<file path="src/logic/async_timer16_pkg.sv">
// Package holding the register map, field layout and types of the async 16-bit timer.
package async_timer16_pkg;

  // Register word byte offsets on the APB bus.
  localparam logic [7:0] CTRL_OFS      = 8'h00;
  localparam logic [7:0] CTRL_CLR_OFS  = 8'h04;
  localparam logic [7:0] CTRL_SET_OFS  = 8'h08;
  localparam logic [7:0] CTRL_INV_OFS  = 8'h0C;
  localparam logic [7:0] COUNT_OFS     = 8'h10;
  localparam logic [7:0] PERIOD_OFS    = 8'h20;
  localparam logic [7:0] IRQ_STAT_OFS  = 8'h30;
  localparam logic [7:0] IRQ_MASK_OFS  = 8'h40;

  // Set, clear and invert alias codes, carried in address bits 3:2 above the control, count and period bases.
  localparam logic [1:0] ALIAS_NONE = 2'h0;
  localparam logic [1:0] ALIAS_CLR  = 2'h1;
  localparam logic [1:0] ALIAS_SET  = 2'h2;
  localparam logic [1:0] ALIAS_INV  = 2'h3;

  // Control register field positions.
  localparam int ON_BIT    = 15;
  localparam int IDLE_STOP_BIT = 13;
  localparam int WR_BLOCK_BIT  = 12;
  localparam int WR_PEND_BIT   = 11;
  localparam int GATE_BIT  = 7;
  localparam int PS_HI_BIT = 5;
  localparam int PS_LO_BIT = 4;
  localparam int SYNC_BIT  = 2;
  localparam int CLK_SRC_BIT = 1;

  // Writable bits of the control register; everything else reads zero except the write-pending bit 11.
  localparam logic [31:0] CTRL_WMASK = 32'h0000_B0B6;

  // Reset values.
  localparam logic [15:0] CTRL_RST   = 16'h0000;
  localparam logic [15:0] PERIOD_RST = 16'hFFFF;

  // Interrupt status bit positions.
  localparam int IRQ_PERIOD_BIT = 0;
  localparam int IRQ_GATE_BIT   = 1;
  localparam int IRQ_W          = 2;

  // Prescaler terminal counts (divide minus one).
  localparam logic [7:0] PS_DIV1   = 8'h00;
  localparam logic [7:0] PS_DIV8   = 8'h07;
  localparam logic [7:0] PS_DIV64  = 8'h3F;
  localparam logic [7:0] PS_DIV256 = 8'hFF;

  // Write crossing handshake states; each step flips one bit except WR_DONE back to WR_IDLE.
  typedef enum logic [1:0] {
    WR_IDLE = 2'b00,
    WR_WAIT = 2'b01,
    WR_DONE = 2'b11
  } wr_state_type;

  // All state of the timer but the crossing counter.
  typedef struct packed {
    logic [15:0]       ctrl;
    logic [15:0]       count;
    logic [15:0]       period;
    logic [IRQ_W-1:0]  irq_stat;
    logic [IRQ_W-1:0]  irq_mask;
    logic [7:0]        presc;
    logic              ext_s1;
    logic              ext_s2;
    logic              ext_prev;
    logic              gate_prev;
    logic [15:0]       wr_data;
    wr_state_type      wr_state;
    logic [31:0]       prdata;
  } state_type;

  // APB request bundle.
  typedef struct packed {
    logic        psel;
    logic        penable;
    logic        pwrite;
    logic [7:0]  paddr;
    logic [31:0] pwdata;
  } apb_req_type;

endpackage

</file>
<file path="src/logic/async_timer16.sv">
// Async-capable 16-bit timer with APB control, period match and interrupt.
//
// Decided for this implementation: the APB register port and the placing of the registers.
`timescale 1ns/10ps
`default_nettype none
module async_timer16 #(
  parameter int WR_SYNC_CYCLES = 2
) (
  input  wire logic                          clk,
  input  wire logic                          rst,
  input  wire logic                          clk_en,
  input  wire async_timer16_pkg::apb_req_type apb_req,
  output logic                               pready,
  output logic                               pslverr,
  output logic [31:0]                        prdata,
  input  wire logic                          ext_timer_clock_pin,
  input  wire logic                          gate_in,
  input  wire logic                          idle_mode,
  input  wire logic                          sleep_mode,
  output logic                               irq,
  output logic [15:0]                        count_value
);
  import async_timer16_pkg::*;

  // The crossing counter is four bits wide and must count at least once.
  if (WR_SYNC_CYCLES < 1 || WR_SYNC_CYCLES > 8) begin : g_bad_sync
    $error("WR_SYNC_CYCLES out of range");
  end

  // Decode an alias operation onto a register value.
  function automatic logic [15:0] apply_alias(input logic [15:0] cur, input logic [15:0] wd,
                                               input logic [1:0] op);
    logic [15:0] r;
    r = wd;
    unique case (op)
      ALIAS_NONE: r = wd;
      ALIAS_CLR:  r = cur & ~wd;
      ALIAS_SET:  r = cur | wd;
      ALIAS_INV:  r = cur ^ wd;
    endcase
    return r;
  endfunction

  // Map a prescale field code to its terminal count.
  function automatic logic [7:0] ps_term(input logic [1:0] sel);
    logic [7:0] t;
    t = PS_DIV1;
    unique case (sel)
      2'h0: t = PS_DIV1;
      2'h1: t = PS_DIV8;
      2'h2: t = PS_DIV64;
      2'h3: t = PS_DIV256;
    endcase
    return t;
  endfunction

  state_type s_r;
  state_type s_nxt;

  logic        acc;
  logic        wr_acc;
  logic [3:0]  base;
  logic [1:0]  op;
  logic        on_b;
  logic        ext_sel;
  logic        async_mode;
  logic        gated;
  logic        run;
  logic        src_tick;
  logic        tick;
  logic        pending;
  logic [15:0] ctrl_rd;
  logic [15:0] ctrl_w;
  logic [3:0]  sync_cnt_r;
  logic [3:0]  sync_cnt_nxt;

  // Access decode: the top nibble of the low byte picks the register, the
  // address bits 3:2 the alias.
  assign acc        = apb_req.psel && apb_req.penable;
  assign wr_acc     = acc && apb_req.pwrite;
  assign base       = apb_req.paddr[7:4];
  assign op         = apb_req.paddr[3:2];
  assign pready     = 1'b1;
  assign on_b       = s_r.ctrl[ON_BIT];
  assign ext_sel    = s_r.ctrl[CLK_SRC_BIT];
  assign async_mode = ext_sel && !s_r.ctrl[SYNC_BIT];
  assign gated      = !ext_sel && s_r.ctrl[GATE_BIT];
  assign pending    = (s_r.wr_state != WR_IDLE);

  // Idle halts only with bit 13 set; sleep halts everything but async mode.
  // Both power states are plain levels from the system; the timer does not
  // latch them, so leaving idle resumes counting on the very next tick.
  assign run = on_b && !(idle_mode && s_r.ctrl[IDLE_STOP_BIT])
             && !(sleep_mode && !async_mode);

  // Source edge: external rising edge through the synchroniser pair, or the
  // peripheral clock itself. The async path also uses the resynchronised edge
  // since this model has one clock; the pending flag models the crossing delay.
  assign src_tick = ext_sel ? (s_r.ext_s2 && !s_r.ext_prev)
                            : (!gated || gate_in);
  assign tick = run && src_tick && (s_r.presc == ps_term(s_r.ctrl[PS_HI_BIT:PS_LO_BIT]));

  // Read view of the control word; write-pending reads zero when synchronous.
  always_comb begin
    ctrl_rd = s_r.ctrl & CTRL_WMASK[15:0];
    // The pending flag is only meaningful while the counter is clocked
    // asynchronously; in every synchronous mode software must see zero.
    ctrl_rd[WR_PEND_BIT] = async_mode && pending;
  end

  assign ctrl_w = apply_alias(s_r.ctrl, apb_req.pwdata[15:0], op) & CTRL_WMASK[15:0];

  // Next-state logic for all timer state.
  always_comb begin
    s_nxt = s_r;
    sync_cnt_nxt = sync_cnt_r;
    pslverr = 1'b0;
    s_nxt.ext_s1   = ext_timer_clock_pin;
    s_nxt.ext_s2   = s_r.ext_s1;
    s_nxt.ext_prev = s_r.ext_s2;
    s_nxt.gate_prev = gate_in;

    // Prescaler counts source edges; cleared when the timer is off.
    if (!on_b) begin
      s_nxt.presc = '0;
    end else if (run && src_tick) begin
      s_nxt.presc = tick ? '0 : s_r.presc + 8'h01;
    end

    // Counter increments per tick and wraps after matching the period.
    if (tick) begin
      if (s_r.count == s_r.period) begin
        s_nxt.count = '0;
        s_nxt.irq_stat[IRQ_PERIOD_BIT] = 1'b1;
      end else begin
        s_nxt.count = s_r.count + 16'h0001;
      end
    end

    // Falling gate edge ends an accumulation window.
    if (on_b && gated && s_r.gate_prev && !gate_in) begin
      s_nxt.irq_stat[IRQ_GATE_BIT] = 1'b1;
    end

    // Pending async write lands after the crossing delay.
    if (s_r.wr_state == WR_WAIT) begin
      if (sync_cnt_r == 4'(WR_SYNC_CYCLES - 1)) begin
        s_nxt.count = s_r.wr_data;
        s_nxt.wr_state = WR_DONE;
      end else begin
        sync_cnt_nxt = sync_cnt_r + 4'h1;
      end
    end else if (s_r.wr_state == WR_DONE) begin
      s_nxt.wr_state = WR_IDLE;
    end

    // Register writes.
    if (wr_acc) begin
      unique case (base)
        CTRL_OFS[7:4]: s_nxt.ctrl = ctrl_w;
        COUNT_OFS[7:4]: begin
          if (async_mode) begin
            // With the block bit set, a write during a crossing is dropped.
            // With the block bit clear a new write simply restarts the crossing,
            // which is the legacy behaviour; the earlier value is then lost.
            if (!(pending && s_r.ctrl[WR_BLOCK_BIT])) begin
              s_nxt.wr_data  = apply_alias(s_r.count, apb_req.pwdata[15:0], op);
              s_nxt.wr_state = WR_WAIT;
              sync_cnt_nxt   = '0;
            end
          end else begin
            s_nxt.count = apply_alias(s_r.count, apb_req.pwdata[15:0], op);
          end
        end
        PERIOD_OFS[7:4]: s_nxt.period = apply_alias(s_r.period, apb_req.pwdata[15:0], op);
        IRQ_STAT_OFS[7:4]: begin
          // Write one to clear; a same-cycle event wins only on a flag that was clear.
          s_nxt.irq_stat = (s_r.irq_stat & ~apb_req.pwdata[IRQ_W-1:0]) |
                           (s_nxt.irq_stat & ~s_r.irq_stat);
        end
        IRQ_MASK_OFS[7:4]: s_nxt.irq_mask = apb_req.pwdata[IRQ_W-1:0];
        default: pslverr = 1'b1;
      endcase
    end

    // Read data registered at the access edge.
    if (acc && !apb_req.pwrite) begin
      unique case (base)
        CTRL_OFS[7:4]:     s_nxt.prdata = {16'h0000, ctrl_rd};
        COUNT_OFS[7:4]:    s_nxt.prdata = {16'h0000, s_r.count};
        PERIOD_OFS[7:4]:   s_nxt.prdata = {16'h0000, s_r.period};
        IRQ_STAT_OFS[7:4]: s_nxt.prdata = {30'h0, s_r.irq_stat};
        IRQ_MASK_OFS[7:4]: s_nxt.prdata = {30'h0, s_r.irq_mask};
        default: begin
          s_nxt.prdata = 32'h0000_0000;
          pslverr = 1'b1;
        end
      endcase
    end
  end

  // State register; clock enable freezes everything.
  always_ff @(posedge clk) begin
    if (rst) begin
      s_r <= '{ctrl: CTRL_RST, count: 16'h0000, period: PERIOD_RST, irq_stat: '0,
               irq_mask: '0, presc: 8'h00, ext_s1: 1'b0, ext_s2: 1'b0, ext_prev: 1'b0,
               gate_prev: 1'b0, wr_data: 16'h0000, wr_state: WR_IDLE, prdata: 32'h0};
      sync_cnt_r <= 4'h0;
    end else if (clk_en) begin
      s_r <= s_nxt;
      sync_cnt_r <= sync_cnt_nxt;
    end
  end

  // Read data combinationally from the live state so it is valid at the access edge.
  always_comb begin
    prdata = 32'h0000_0000;
    if (acc && !apb_req.pwrite) begin
      unique case (base)
        CTRL_OFS[7:4]:     prdata = {16'h0000, ctrl_rd};
        COUNT_OFS[7:4]:    prdata = {16'h0000, s_r.count};
        PERIOD_OFS[7:4]:   prdata = {16'h0000, s_r.period};
        IRQ_STAT_OFS[7:4]: prdata = {30'h0, s_r.irq_stat};
        IRQ_MASK_OFS[7:4]: prdata = {30'h0, s_r.irq_mask};
        default:           prdata = 32'h0000_0000;
      endcase
    end
  end

  assign irq = |(s_r.irq_stat & s_r.irq_mask);
  assign count_value = s_r.count;

  // Assertions. Each one watches state or outputs that the logic above drives.
  // Antecedents, other than those of a_wrap_flag and a_gate_flag, leave out cycles with a competing register write, since such a
  // write legally overrides whatever the counting path would have done then.

  // Write-pending must never show outside the asynchronous mode.
  a_pend_sync_zero: assert property (@(posedge clk) disable iff (rst)
    !async_mode |-> !ctrl_rd[WR_PEND_BIT]) else $error("write pending set in sync mode");

  // A disabled timer holds its count unless software or a crossing writes it.
  a_off_no_count: assert property (@(posedge clk) disable iff (rst)
    (clk_en && !on_b && !(wr_acc && base == COUNT_OFS[7:4]) && s_r.wr_state != WR_WAIT)
    |=> $stable(s_r.count)) else $error("counter moved while off");

  // Stop-in-idle must suppress every tick while idle is asserted.
  a_idle_stop: assert property (@(posedge clk) disable iff (rst)
    (idle_mode && s_r.ctrl[IDLE_STOP_BIT]) |-> !tick) else $error("tick during idle stop");

  // A tick at the period value must raise the period flag.
  a_wrap_flag: assert property (@(posedge clk) disable iff (rst)
    (clk_en && tick && s_r.count == s_r.period) |=> s_r.irq_stat[IRQ_PERIOD_BIT])
    else $error("period match did not flag");

  // A blocked write must leave the value in flight untouched.
  a_write_block: assert property (@(posedge clk) disable iff (rst)
    (clk_en && wr_acc && base == COUNT_OFS[7:4] && async_mode && pending
     && s_r.ctrl[WR_BLOCK_BIT] && s_r.wr_state == WR_WAIT) |=> $stable(s_r.wr_data))
    else $error("blocked write accepted");

  // Every register is sixteen bits or less, so the upper half reads zero.
  a_hi_zero: assert property (@(posedge clk) disable iff (rst)
    prdata[31:16] == 16'h0000) else $error("upper bits not zero");

  // With the gate low a gated timer must not advance.
  a_gate_hold: assert property (@(posedge clk) disable iff (rst)
    (gated && !gate_in) |-> !tick) else $error("gated count while gate low");

  // The gate input has no effect at all on the external source.
  a_ext_no_gate: assert property (@(posedge clk) disable iff (rst)
    (ext_sel && clk_en && on_b && s_r.gate_prev && !gate_in
     && !(wr_acc && base == IRQ_STAT_OFS[7:4]) && !s_r.irq_stat[IRQ_GATE_BIT])
    |=> !s_r.irq_stat[IRQ_GATE_BIT]) else $error("gate event with external clock");

  // The interrupt line follows the masked status level.
  a_irq_level: assert property (@(posedge clk) disable iff (rst)
    irq == |(s_r.irq_stat & s_r.irq_mask)) else $error("irq mismatch");

  // Below the period a tick adds exactly one.
  a_count_step: assert property (@(posedge clk) disable iff (rst)
    (clk_en && tick && s_r.count != s_r.period && s_r.wr_state != WR_WAIT
     && !(wr_acc && base == COUNT_OFS[7:4]))
    |=> s_r.count == $past(s_r.count) + 16'h0001) else $error("count step wrong");

  // No tick at all while the enable bit is clear.
  a_off_no_tick: assert property (@(posedge clk) disable iff (rst)
    !on_b |-> !tick) else $error("tick while disabled");

  // A crossing in asynchronous mode must be visible to software.
  a_pend_shown: assert property (@(posedge clk) disable iff (rst)
    (async_mode && pending) |-> ctrl_rd[WR_PEND_BIT]) else $error("pending not shown");

  // The crossing delivers the written value when its counter expires.
  a_pend_lands: assert property (@(posedge clk) disable iff (rst)
    (clk_en && s_r.wr_state == WR_WAIT && sync_cnt_r == 4'(WR_SYNC_CYCLES - 1)
     && !(wr_acc && base == COUNT_OFS[7:4]))
    |=> s_r.count == $past(s_r.wr_data)) else $error("async write did not land");

  // The done state lasts one cycle, after which pending reads clear.
  a_pend_clears: assert property (@(posedge clk) disable iff (rst)
    (clk_en && s_r.wr_state == WR_DONE && !wr_acc) |=> !pending)
    else $error("pending did not clear");

  // With the block bit clear every counter write in asynchronous mode starts a fresh crossing.
  a_b2b_accept: assert property (@(posedge clk) disable iff (rst)
    (clk_en && wr_acc && base == COUNT_OFS[7:4] && async_mode && !s_r.ctrl[WR_BLOCK_BIT])
    |=> (s_r.wr_state == WR_WAIT && sync_cnt_r == 4'h0)) else $error("write not accepted");

  // Between ticks the prescaler counts every qualified source edge.
  a_presc_step: assert property (@(posedge clk) disable iff (rst)
    (clk_en && on_b && run && src_tick && !tick)
    |=> s_r.presc == $past(s_r.presc) + 8'h01) else $error("prescaler step wrong");

  // An ungated internal source ticks whenever the timer runs and the prescaler is at terminal count.
  a_int_tick: assert property (@(posedge clk) disable iff (rst)
    (!ext_sel && !gated && run && s_r.presc == ps_term(s_r.ctrl[PS_HI_BIT:PS_LO_BIT]))
    |-> tick) else $error("internal tick missing");

  // The external source ticks only on a resynchronised rising edge.
  a_ext_edge: assert property (@(posedge clk) disable iff (rst)
    (ext_sel && !(s_r.ext_s2 && !s_r.ext_prev)) |-> !tick) else $error("ext tick off edge");

  // The sync select has no meaning with the internal clock.
  a_sync_ignored: assert property (@(posedge clk) disable iff (rst)
    !ext_sel |-> !async_mode) else $error("async mode on internal clock");

  // A set alias raises every selected writable bit.
  a_alias_set: assert property (@(posedge clk) disable iff (rst)
    (clk_en && wr_acc && base == CTRL_OFS[7:4] && op == ALIAS_SET)
    |=> (s_r.ctrl & $past(apb_req.pwdata[15:0]) & CTRL_WMASK[15:0])
        == ($past(apb_req.pwdata[15:0]) & CTRL_WMASK[15:0])) else $error("set alias failed");

  // A clear alias drops every selected bit.
  a_alias_clr: assert property (@(posedge clk) disable iff (rst)
    (clk_en && wr_acc && base == CTRL_OFS[7:4] && op == ALIAS_CLR)
    |=> (s_r.ctrl & $past(apb_req.pwdata[15:0])) == 16'h0000) else $error("clr alias failed");

  // Sleep halts the synchronous modes, which need the stopped peripheral clock.
  a_sleep_stop: assert property (@(posedge clk) disable iff (rst)
    (sleep_mode && !async_mode) |-> !tick) else $error("sync tick in sleep");

  // The asynchronous mode keeps running through sleep.
  a_sleep_async: assert property (@(posedge clk) disable iff (rst)
    (sleep_mode && async_mode && on_b && !(idle_mode && s_r.ctrl[IDLE_STOP_BIT]))
    |-> run) else $error("async mode halted in sleep");

  // A gate fall in gated mode must raise the gate flag.
  a_gate_flag: assert property (@(posedge clk) disable iff (rst)
    (clk_en && on_b && gated && s_r.gate_prev && !gate_in) |=> s_r.irq_stat[IRQ_GATE_BIT])
    else $error("gate fall did not flag");

  // Control bits outside the implemented set never read as one.
  a_unimpl_zero: assert property (@(posedge clk) disable iff (rst)
    (ctrl_rd & ~CTRL_WMASK[15:0] & ~(16'h0001 << WR_PEND_BIT)) == 16'h0000)
    else $error("unimplemented bit set");

  // A low clock enable freezes every bit of state.
  a_freeze: assert property (@(posedge clk) disable iff (rst)
    !clk_en |=> $stable(s_r)) else $error("state moved while frozen");

  // The registered copy of read data tracks what the bus saw.
  a_rd_copy: assert property (@(posedge clk) disable iff (rst)
    (clk_en && acc && !apb_req.pwrite) |=> s_r.prdata == $past(prdata))
    else $error("read copy mismatch");

endmodule
`default_nettype wire

</file>
<file path="config.mk">
export PLATFORM = sky130hd
export DESIGN_NAME = async_timer16
export DESIGN_NICKNAME = d
export VERILOG_FILES = /design/src/logic/async_timer16_pkg.sv /design/src/logic/async_timer16.sv
export SDC_FILE = /design/constraint.sdc
export NUM_CORES = 1
export LEC_CHECK = 0
export ABC_AREA = 0
export BUFFER_PORTS_ARGS = -buffer_cell sky130_fd_sc_hd__buf_4
export CAP_MARGIN = 5
export CORE_ASPECT_RATIO = 0.6
export CORE_MARGIN = 5
export CORE_UTILIZATION = 42
export DETAILED_ROUTE_END_ITERATION = 12
export SYNTH_ARGS = -nofsm -noshare
export SYNTH_HDL_FRONTEND = slang
export SYNTH_SLANG_ARGS = --single-unit
</file>
<file path="constraint.sdc">
create_clock -name clk -period 2.3 [get_ports clk]
set_input_delay 0.23 -clock clk [delete_from_list [all_inputs] [get_ports clk]]
set_output_delay 0.23 -clock clk [all_outputs]
set_load 0.05 [all_outputs]
</file>
# Word-level counts from Yosys, hierarchy flattened
# Index checks and enable logic that the tools add are counted.
# W data, S select, Z words.
[word_totals]
register_bits = 78
inputBits = 50
out_inout_bits = 51
word_cells = 127
[classes]
addsub = 3
eq_ne = 16
mux = 40
bitwise = 17
reduce_logical = 38
[ops]
columns = ["operator", "count"]
rows = [
  ["$pmux W16 S4", 3],
  ["$mux W16", 8],
  ["$pmux W16 S5", 1],
  ["$and A16 B16 Y16", 3],
  ["$or A16 B16 Y16", 3],
  ["$xor A16 B16 Y16", 3],
  ["$mux W36", 1],
  ["$pmux W8 S4", 1],
  ["$mux W4", 6],
  ["$mux W8", 3],
  ["$mux W2", 9],
  ["$logic_and A1 B1 Y1", 17],
  ["$add A16 B1 Y16 const B", 1],
  ["$eq A16 B16 Y1", 1],
  ["$not A16 Y16", 1],
  ["$eq A2 B2 Y1 const B", 5],
  ["$logic_not A1 Y1", 9],
  ["$reduce_and A3 Y1", 3],
  ["$add A8 B1 Y8 const B", 1],
  ["$eq A4 B1 Y1 const B", 2],
  ["$eq A4 B2 Y1 const B", 2],
  ["$eq A8 B8 Y1", 1],
  ["$mux W1", 8],
  ["$and A2 B2 Y2", 3],
  ["other kinds (15)", 19],
]

# Logic depth before layout (Yosys ltp)
[depth]
ltp_word = 14
ltp_mapped = 9
mapped_depth_nobuf = 8

# Worst setup path after synthesis
# Ideal clock, no wire load.
[synth_path]
path_kind = "input-to-output"
startpoint = "in apb_req[37] in the netlist's numbering"
endpoint = "out prdata[11]"
arrival_ps = 2220
required_time_ps = 2070
slack_ps = -150
stages = 8
path_buffers = 3
path_cell_list = "buf_2 -> o21ai_0 -> nand2b_1 -> or3_1 -> clkbuf_1 -> nand2b_1 -> clkbuf_1 -> a21oi_1"
[synth_between]
elab_chain_len = 3
elab_cells_between_ends = 7
cone_classes = "4 x eq/ne; 2 x mux; 1 x reduce/logical"
[synth_lines]
columns = ["element", "line_no", "source"]
rows = [
  ["from (decl)", "async_timer16.sv:12", "input wire async_timer16_pkg::apb_req_type apb_req,"],
  ["$eq A4 B3 Y1, or another cell as far along", "async_timer16.sv:219", "unique case (base)"],
  ["$pmux W16 S5 *", "--", ""],
  ["$mux W16 *", "async_timer16.sv:218", "if (acc && !apb_req.pwrite) begin"],
  ["to (decl)", "async_timer16.sv:15", "output logic [31:0] prdata,"],
]
# Mark *: on every way between the ends. The rest lies on a longest branch, timed or not.

# Final worst setup path
[layout_path]
startpoint = "reg s_r (netlist bit ctrl_rd[1])"
endpoint = "out prdata[11]"
[layout_between]
elab_chain_len = 4
[layout_lines]
columns = ["element", "line_no", "source"]
rows = [
  ["from (decl)", "async_timer16.sv:57", "state_type s_r;"],
  ["from (signal assigned)", "async_timer16.sv:205", "s_r <= '{ctrl: CTRL_RST, count: 16'h0000, period: PERIOD_RST, irq_stat: '0,"],
  ["from (signal assigned)", "async_timer16.sv:210", "s_r <= s_nxt;"],
  ["$logic_and A1 B1 Y1", "async_timer16.sv:86", "assign async_mode = ext_sel && !s_r.ctrl[SYNC_BIT];"],
  ["$logic_and A1 B1 Y1", "async_timer16.sv:108", "ctrl_rd[WR_PEND_BIT] = async_mode && pending;"],
  ["$pmux W16 S5", "--", ""],
  ["$mux W16", "async_timer16.sv:218", ""],
]
# No other way between the ends.

==> results.txt <==
- Highest clock frequency the design can meet: 0.4586 GHz
- The floorplan has 36 rows.
- CTS H-Tree Depth: 3
- The number of antenna violations at the first check in global routing is 0.
- Area of all placed cells without fillers: 8259 um^2
* Final hold vios: 0
* Critical Path Slowest Stage Cell: dfxtp_1
- By instance count, the cell type seen most on the critical path is o21ai_0.
- On the worst path, the slowest cell contributes a delay of 430 ps.
- Seq/Total Area, Yosys: 22.10%
- Net count of the finished layout: 1136
- Worst Setup Path Type: flop to output port
* Core occupancy in the finished layout: 50.51%
- RSZ-0062 raised after global routing: false
* Per-cell via count in the routed design: 5.537
- Total Wirelength: 22.80 mm
* Placed inst area: 7905 um^2
- Worst-margin pin slew: 498.3 ps
- Global routing consumed, over all layers together, 22.47% of the routing resources.
- Clock slew at the register clock pins of the worst setup and hold paths: 70 ps
- Placed wire-length estimate: 17.26 mm
- Synthesis inferred 78 register bits.
* Global placement routability congestion: 0.9210
* Routed WL per cell: 18.46 um
- Once layout is complete, the cells apart from fillers number 1235.
* Result of the run: complete, no violations
- After detailed routing, the number of remaining DRC violations is 0.
* Critical path launch point type: flop
* Switching power as a share of total power: 31.17%
- The tool flagged a number of max-cap violations equal to 0.
* Clock insertion delay at the later pin of the skew report: 350 ps
- Setup violations remaining at the end of the flow were counted as 0.
- Gate count of the mapped netlist: 939
- Switching power: 1.097 mW
* DRT antenna net count: 0
* Wire length of the first global-routing pass: 35.25 mm
* CTS tree: done
* Crit. End Element: output port
- PwrDens: 426.0 nW/um^2
- Leak: 3.619 nW
- The die covers 19600 um^2.
- The number of placed instances, taps included, is 1216.
- TritonCTS buffer count: 9
- The initial utilization of the core area, before any placement, comes to 43.20%.
* Post-synth top area cell: dfxtp_1
- The number of antenna diodes in the final layout is 0.
- The clock drives 78 sinks.
- Syn Std Cell Area: 7064 um^2
- Counting both buffers and inverters, the worst setup path holds a total of 1.
- Path type of the worst min-delay path: primary input to flop
* Top cells by area, synth: dfxtp_1, ha_1, nor2_1
- Core area: 16350 um^2
- Share of the cycle needed by the critical path after routing: 94.80%
- The worst path needs 2180 ps of the cycle, external delays included.
* Worst EP required: 2070 ps
- Vertical extent of the die: 110.5 um
* Share of post-route cells with drive strength above 1: 17.48%
- EDFF count, synth: 0
- Clk pwr share: 43.1%
- Of all nets on the critical path, the largest fanout is 6.
* Arrival @ worst endpoint: 1950 ps
- Detailed router's first-iteration violation count: 556
* Cell chosen for the clock root: clkbuf_16
* Total congestion overflow: 0
- In the synthesized netlist the dominant register cell turns out to be dfxtp_1.
* Family with the most delay on the worst path: compound AO/OA/AOI/OAI gates
* Fraction of power consumed by combinational cells: 17.7%
- After routing, the total negative slack on setup checks comes to 0 ps.
- Entering global routing, the biggest net connects 42 pins.
- The clock arrives with 8.541 ps of skew.
- I/O pin total: 101
* Synth-to-Final Area Change: 16.91%
- Counting flops with an async set or reset pin after synthesis yields a share of 0%.
* Number of port buffers: 65
- The worst-case IR drop observed on VDD is 0.2744 mV.
- Synthesis instantiated 66 different standard cells from the library.
- The clock passes through at most 2 buffers.
- Sequential cells burn 39.2% of the power.
- Vias in the first global route: 6105
- The number of hold buffers added after CTS was 0.
- For this run, the number of Yosys warnings is 0.
- Width of the die: 177.4 um
- Synth top area share: 22.10%
- Number of optimization iterations in the first detailed-route pass: 5
- Detailed routing inserted a total of 6838 vias.
- Internal power comes to 2.422 mW.
* Synthesized area divided by synthesized cell count: 7.523 um^2
- Final Hold Slack: 110.6 ps
* Normalized max-slew margin: 66.50%
- Slew Limit Fails: 0
- Walking the worst path, the cells encountered are nor2b_2 -> o21ai_0 -> o21ai_0 -> nand2b_1 -> a21oi_2 -> buf_4.
-- area by class of cell --
type	count	area (um^2)
Fill cell	1608	8092
Tap cell	228	285.3
Multi-Input combinational cell	705	4800
Sequential cell	78	1563
Timing Repair Buffer	135	1039
Inverter	73	274.0
Clock buffer	10	229.0
Clock inverter	6	70.07
-- final timing paths --
path / startpoint / to / slack (ps) / cells past startpoint
setup / recovery: ctrl_rd[1] / prdata[11] / 120 / 6
hold / removal: ext_timer_clock_pin / s_nxt[52] / 110 / 3
setup reg to reg: ctrl_rd[7] / count_value[4] / 160 / 7
hold reg to reg: s_r[49] / s_r[49] / 490 / 2
-- worst reg2reg max path: cells and delay by family (launching register included) --
kind,cells,cell delay (ps)
DFF,1,380
AOI/OAI and AO/OA,2,580
buffers and inverters,1,240
and+or+nand+nor,3,750
xor gates and xnor gates,1,100
-- synthesized netlist by cell type, types with 4 or more instances --
cell / count
a211o_1: 18
a211oi_1: 32
a21o_1: 7
a21oi_1: 62
a22oi_1: 16
a311oi_1: 6
a31oi_1: 13
and2_1: 4
and3_1: 9
buf_1: 8
buf_2: 14
buf_4: 34
clkbuf_1: 41
dfxtp_1: 78
ha_1: 84
inv_1: 72
mux2i_1: 15
mux4_2: 6
nand2_1: 91
nand2b_1: 4
nand3_1: 18
nand4_1: 16
nor2_1: 124
nor2b_1: 8
nor3_1: 21
nor4_1: 4
o211a_1: 6
o21ai_0: 30
o31ai_1: 11
xnor2_1: 29
xor2_1: 5
-- through the flow --
stage	setup slack (ps)	power, mW
after global routing	1.020	3.646
after floorplan	-57.39	1.854
after global placement	200.9	2.017
after CTS	98.68	3.526
after detailed placement	155.4	2.024
final	119.7	3.519
-- timing repair --
item | CTS | global route
endpoints found under the setup margin | 1 | 4
pin swaps | 0 | 0
gates resized for setup | 1 | 5
setup buffers | 0 | 3
cloned | 0 | 0
-- power groups by stage --
stage	Clock [mW]	Sequential (mW)	Combinational, mW
after floorplan	0	1.40	0.452
after global placement	0	1.41	0.608
after detailed placement	0	1.41	0.615
after CTS	1.53	1.38	0.617
after global routing	1.58	1.38	0.681
final	1.52	1.38	0.623
-- flip-flops by register name (all words and copies together), names as in the netlist --
register	flops
count_value	16
s_nxt	2
sync_cnt_r	4
ctrl_rd	8
s_r	48
-- cells in the final DEF (no fill, tap or decap), types with 3 or more instances in the layout --
cell,Yosys,layout
nor2_1,124,124
dfxtp_1,78,77
o211ai_1,3,3
nand3b_1,3,3
xnor2_1,29,29
and3_1,9,9
inv_1,72,72
nand2_1,91,91
a21o_1,7,7
o31ai_1,11,11
a31oi_1,13,12
or3_1,3,3
nand4_1,16,16
o21ai_1,3,3
clkbuf_16,0,9
conb_1,2,17
and2_1,4,4
nand3_1,18,18
nor4_2,3,3
mux2i_1,15,15
nor3_1,21,20
a22oi_1,16,16
ha_1,84,84
nand2b_1,4,4
a211o_1,18,18
a311oi_1,6,6
buf_4,34,133
o211a_1,6,6
a211oi_1,32,32
clkinvlp_4,0,3
nor2b_1,8,7
nor4_1,4,4
a21oi_1,62,61
mux4_2,6,6
o21ai_0,30,30
xor2_1,5,5
-- cell families (layout without fill, tap and decap cells) --
family                     count (synthesis)  in the layout  synth area share, %
AOI/OAI and AO/OA                        229            229                22.00
xor gates and xnor gates                  34             34                4.215
adders and majority gates                 84             84                14.88
buffers and inverters                    171            224                11.25
DFF                                       78             78                22.10
muxes                                     21             21                4.038
other                                      2             17               0.1063
and+or+nand+nor                          320            320                21.41
-- per-layer routing --
metal	track usage, %	vias up	part of all wire [%]
met5	0	-	0
met4	3.913	0	1.1
met3	4.952	20	8.6
met2	32.15	254	42
met1	34.51	3199	49
li1	-	3365	-
(Power assumes the default switching activity.)
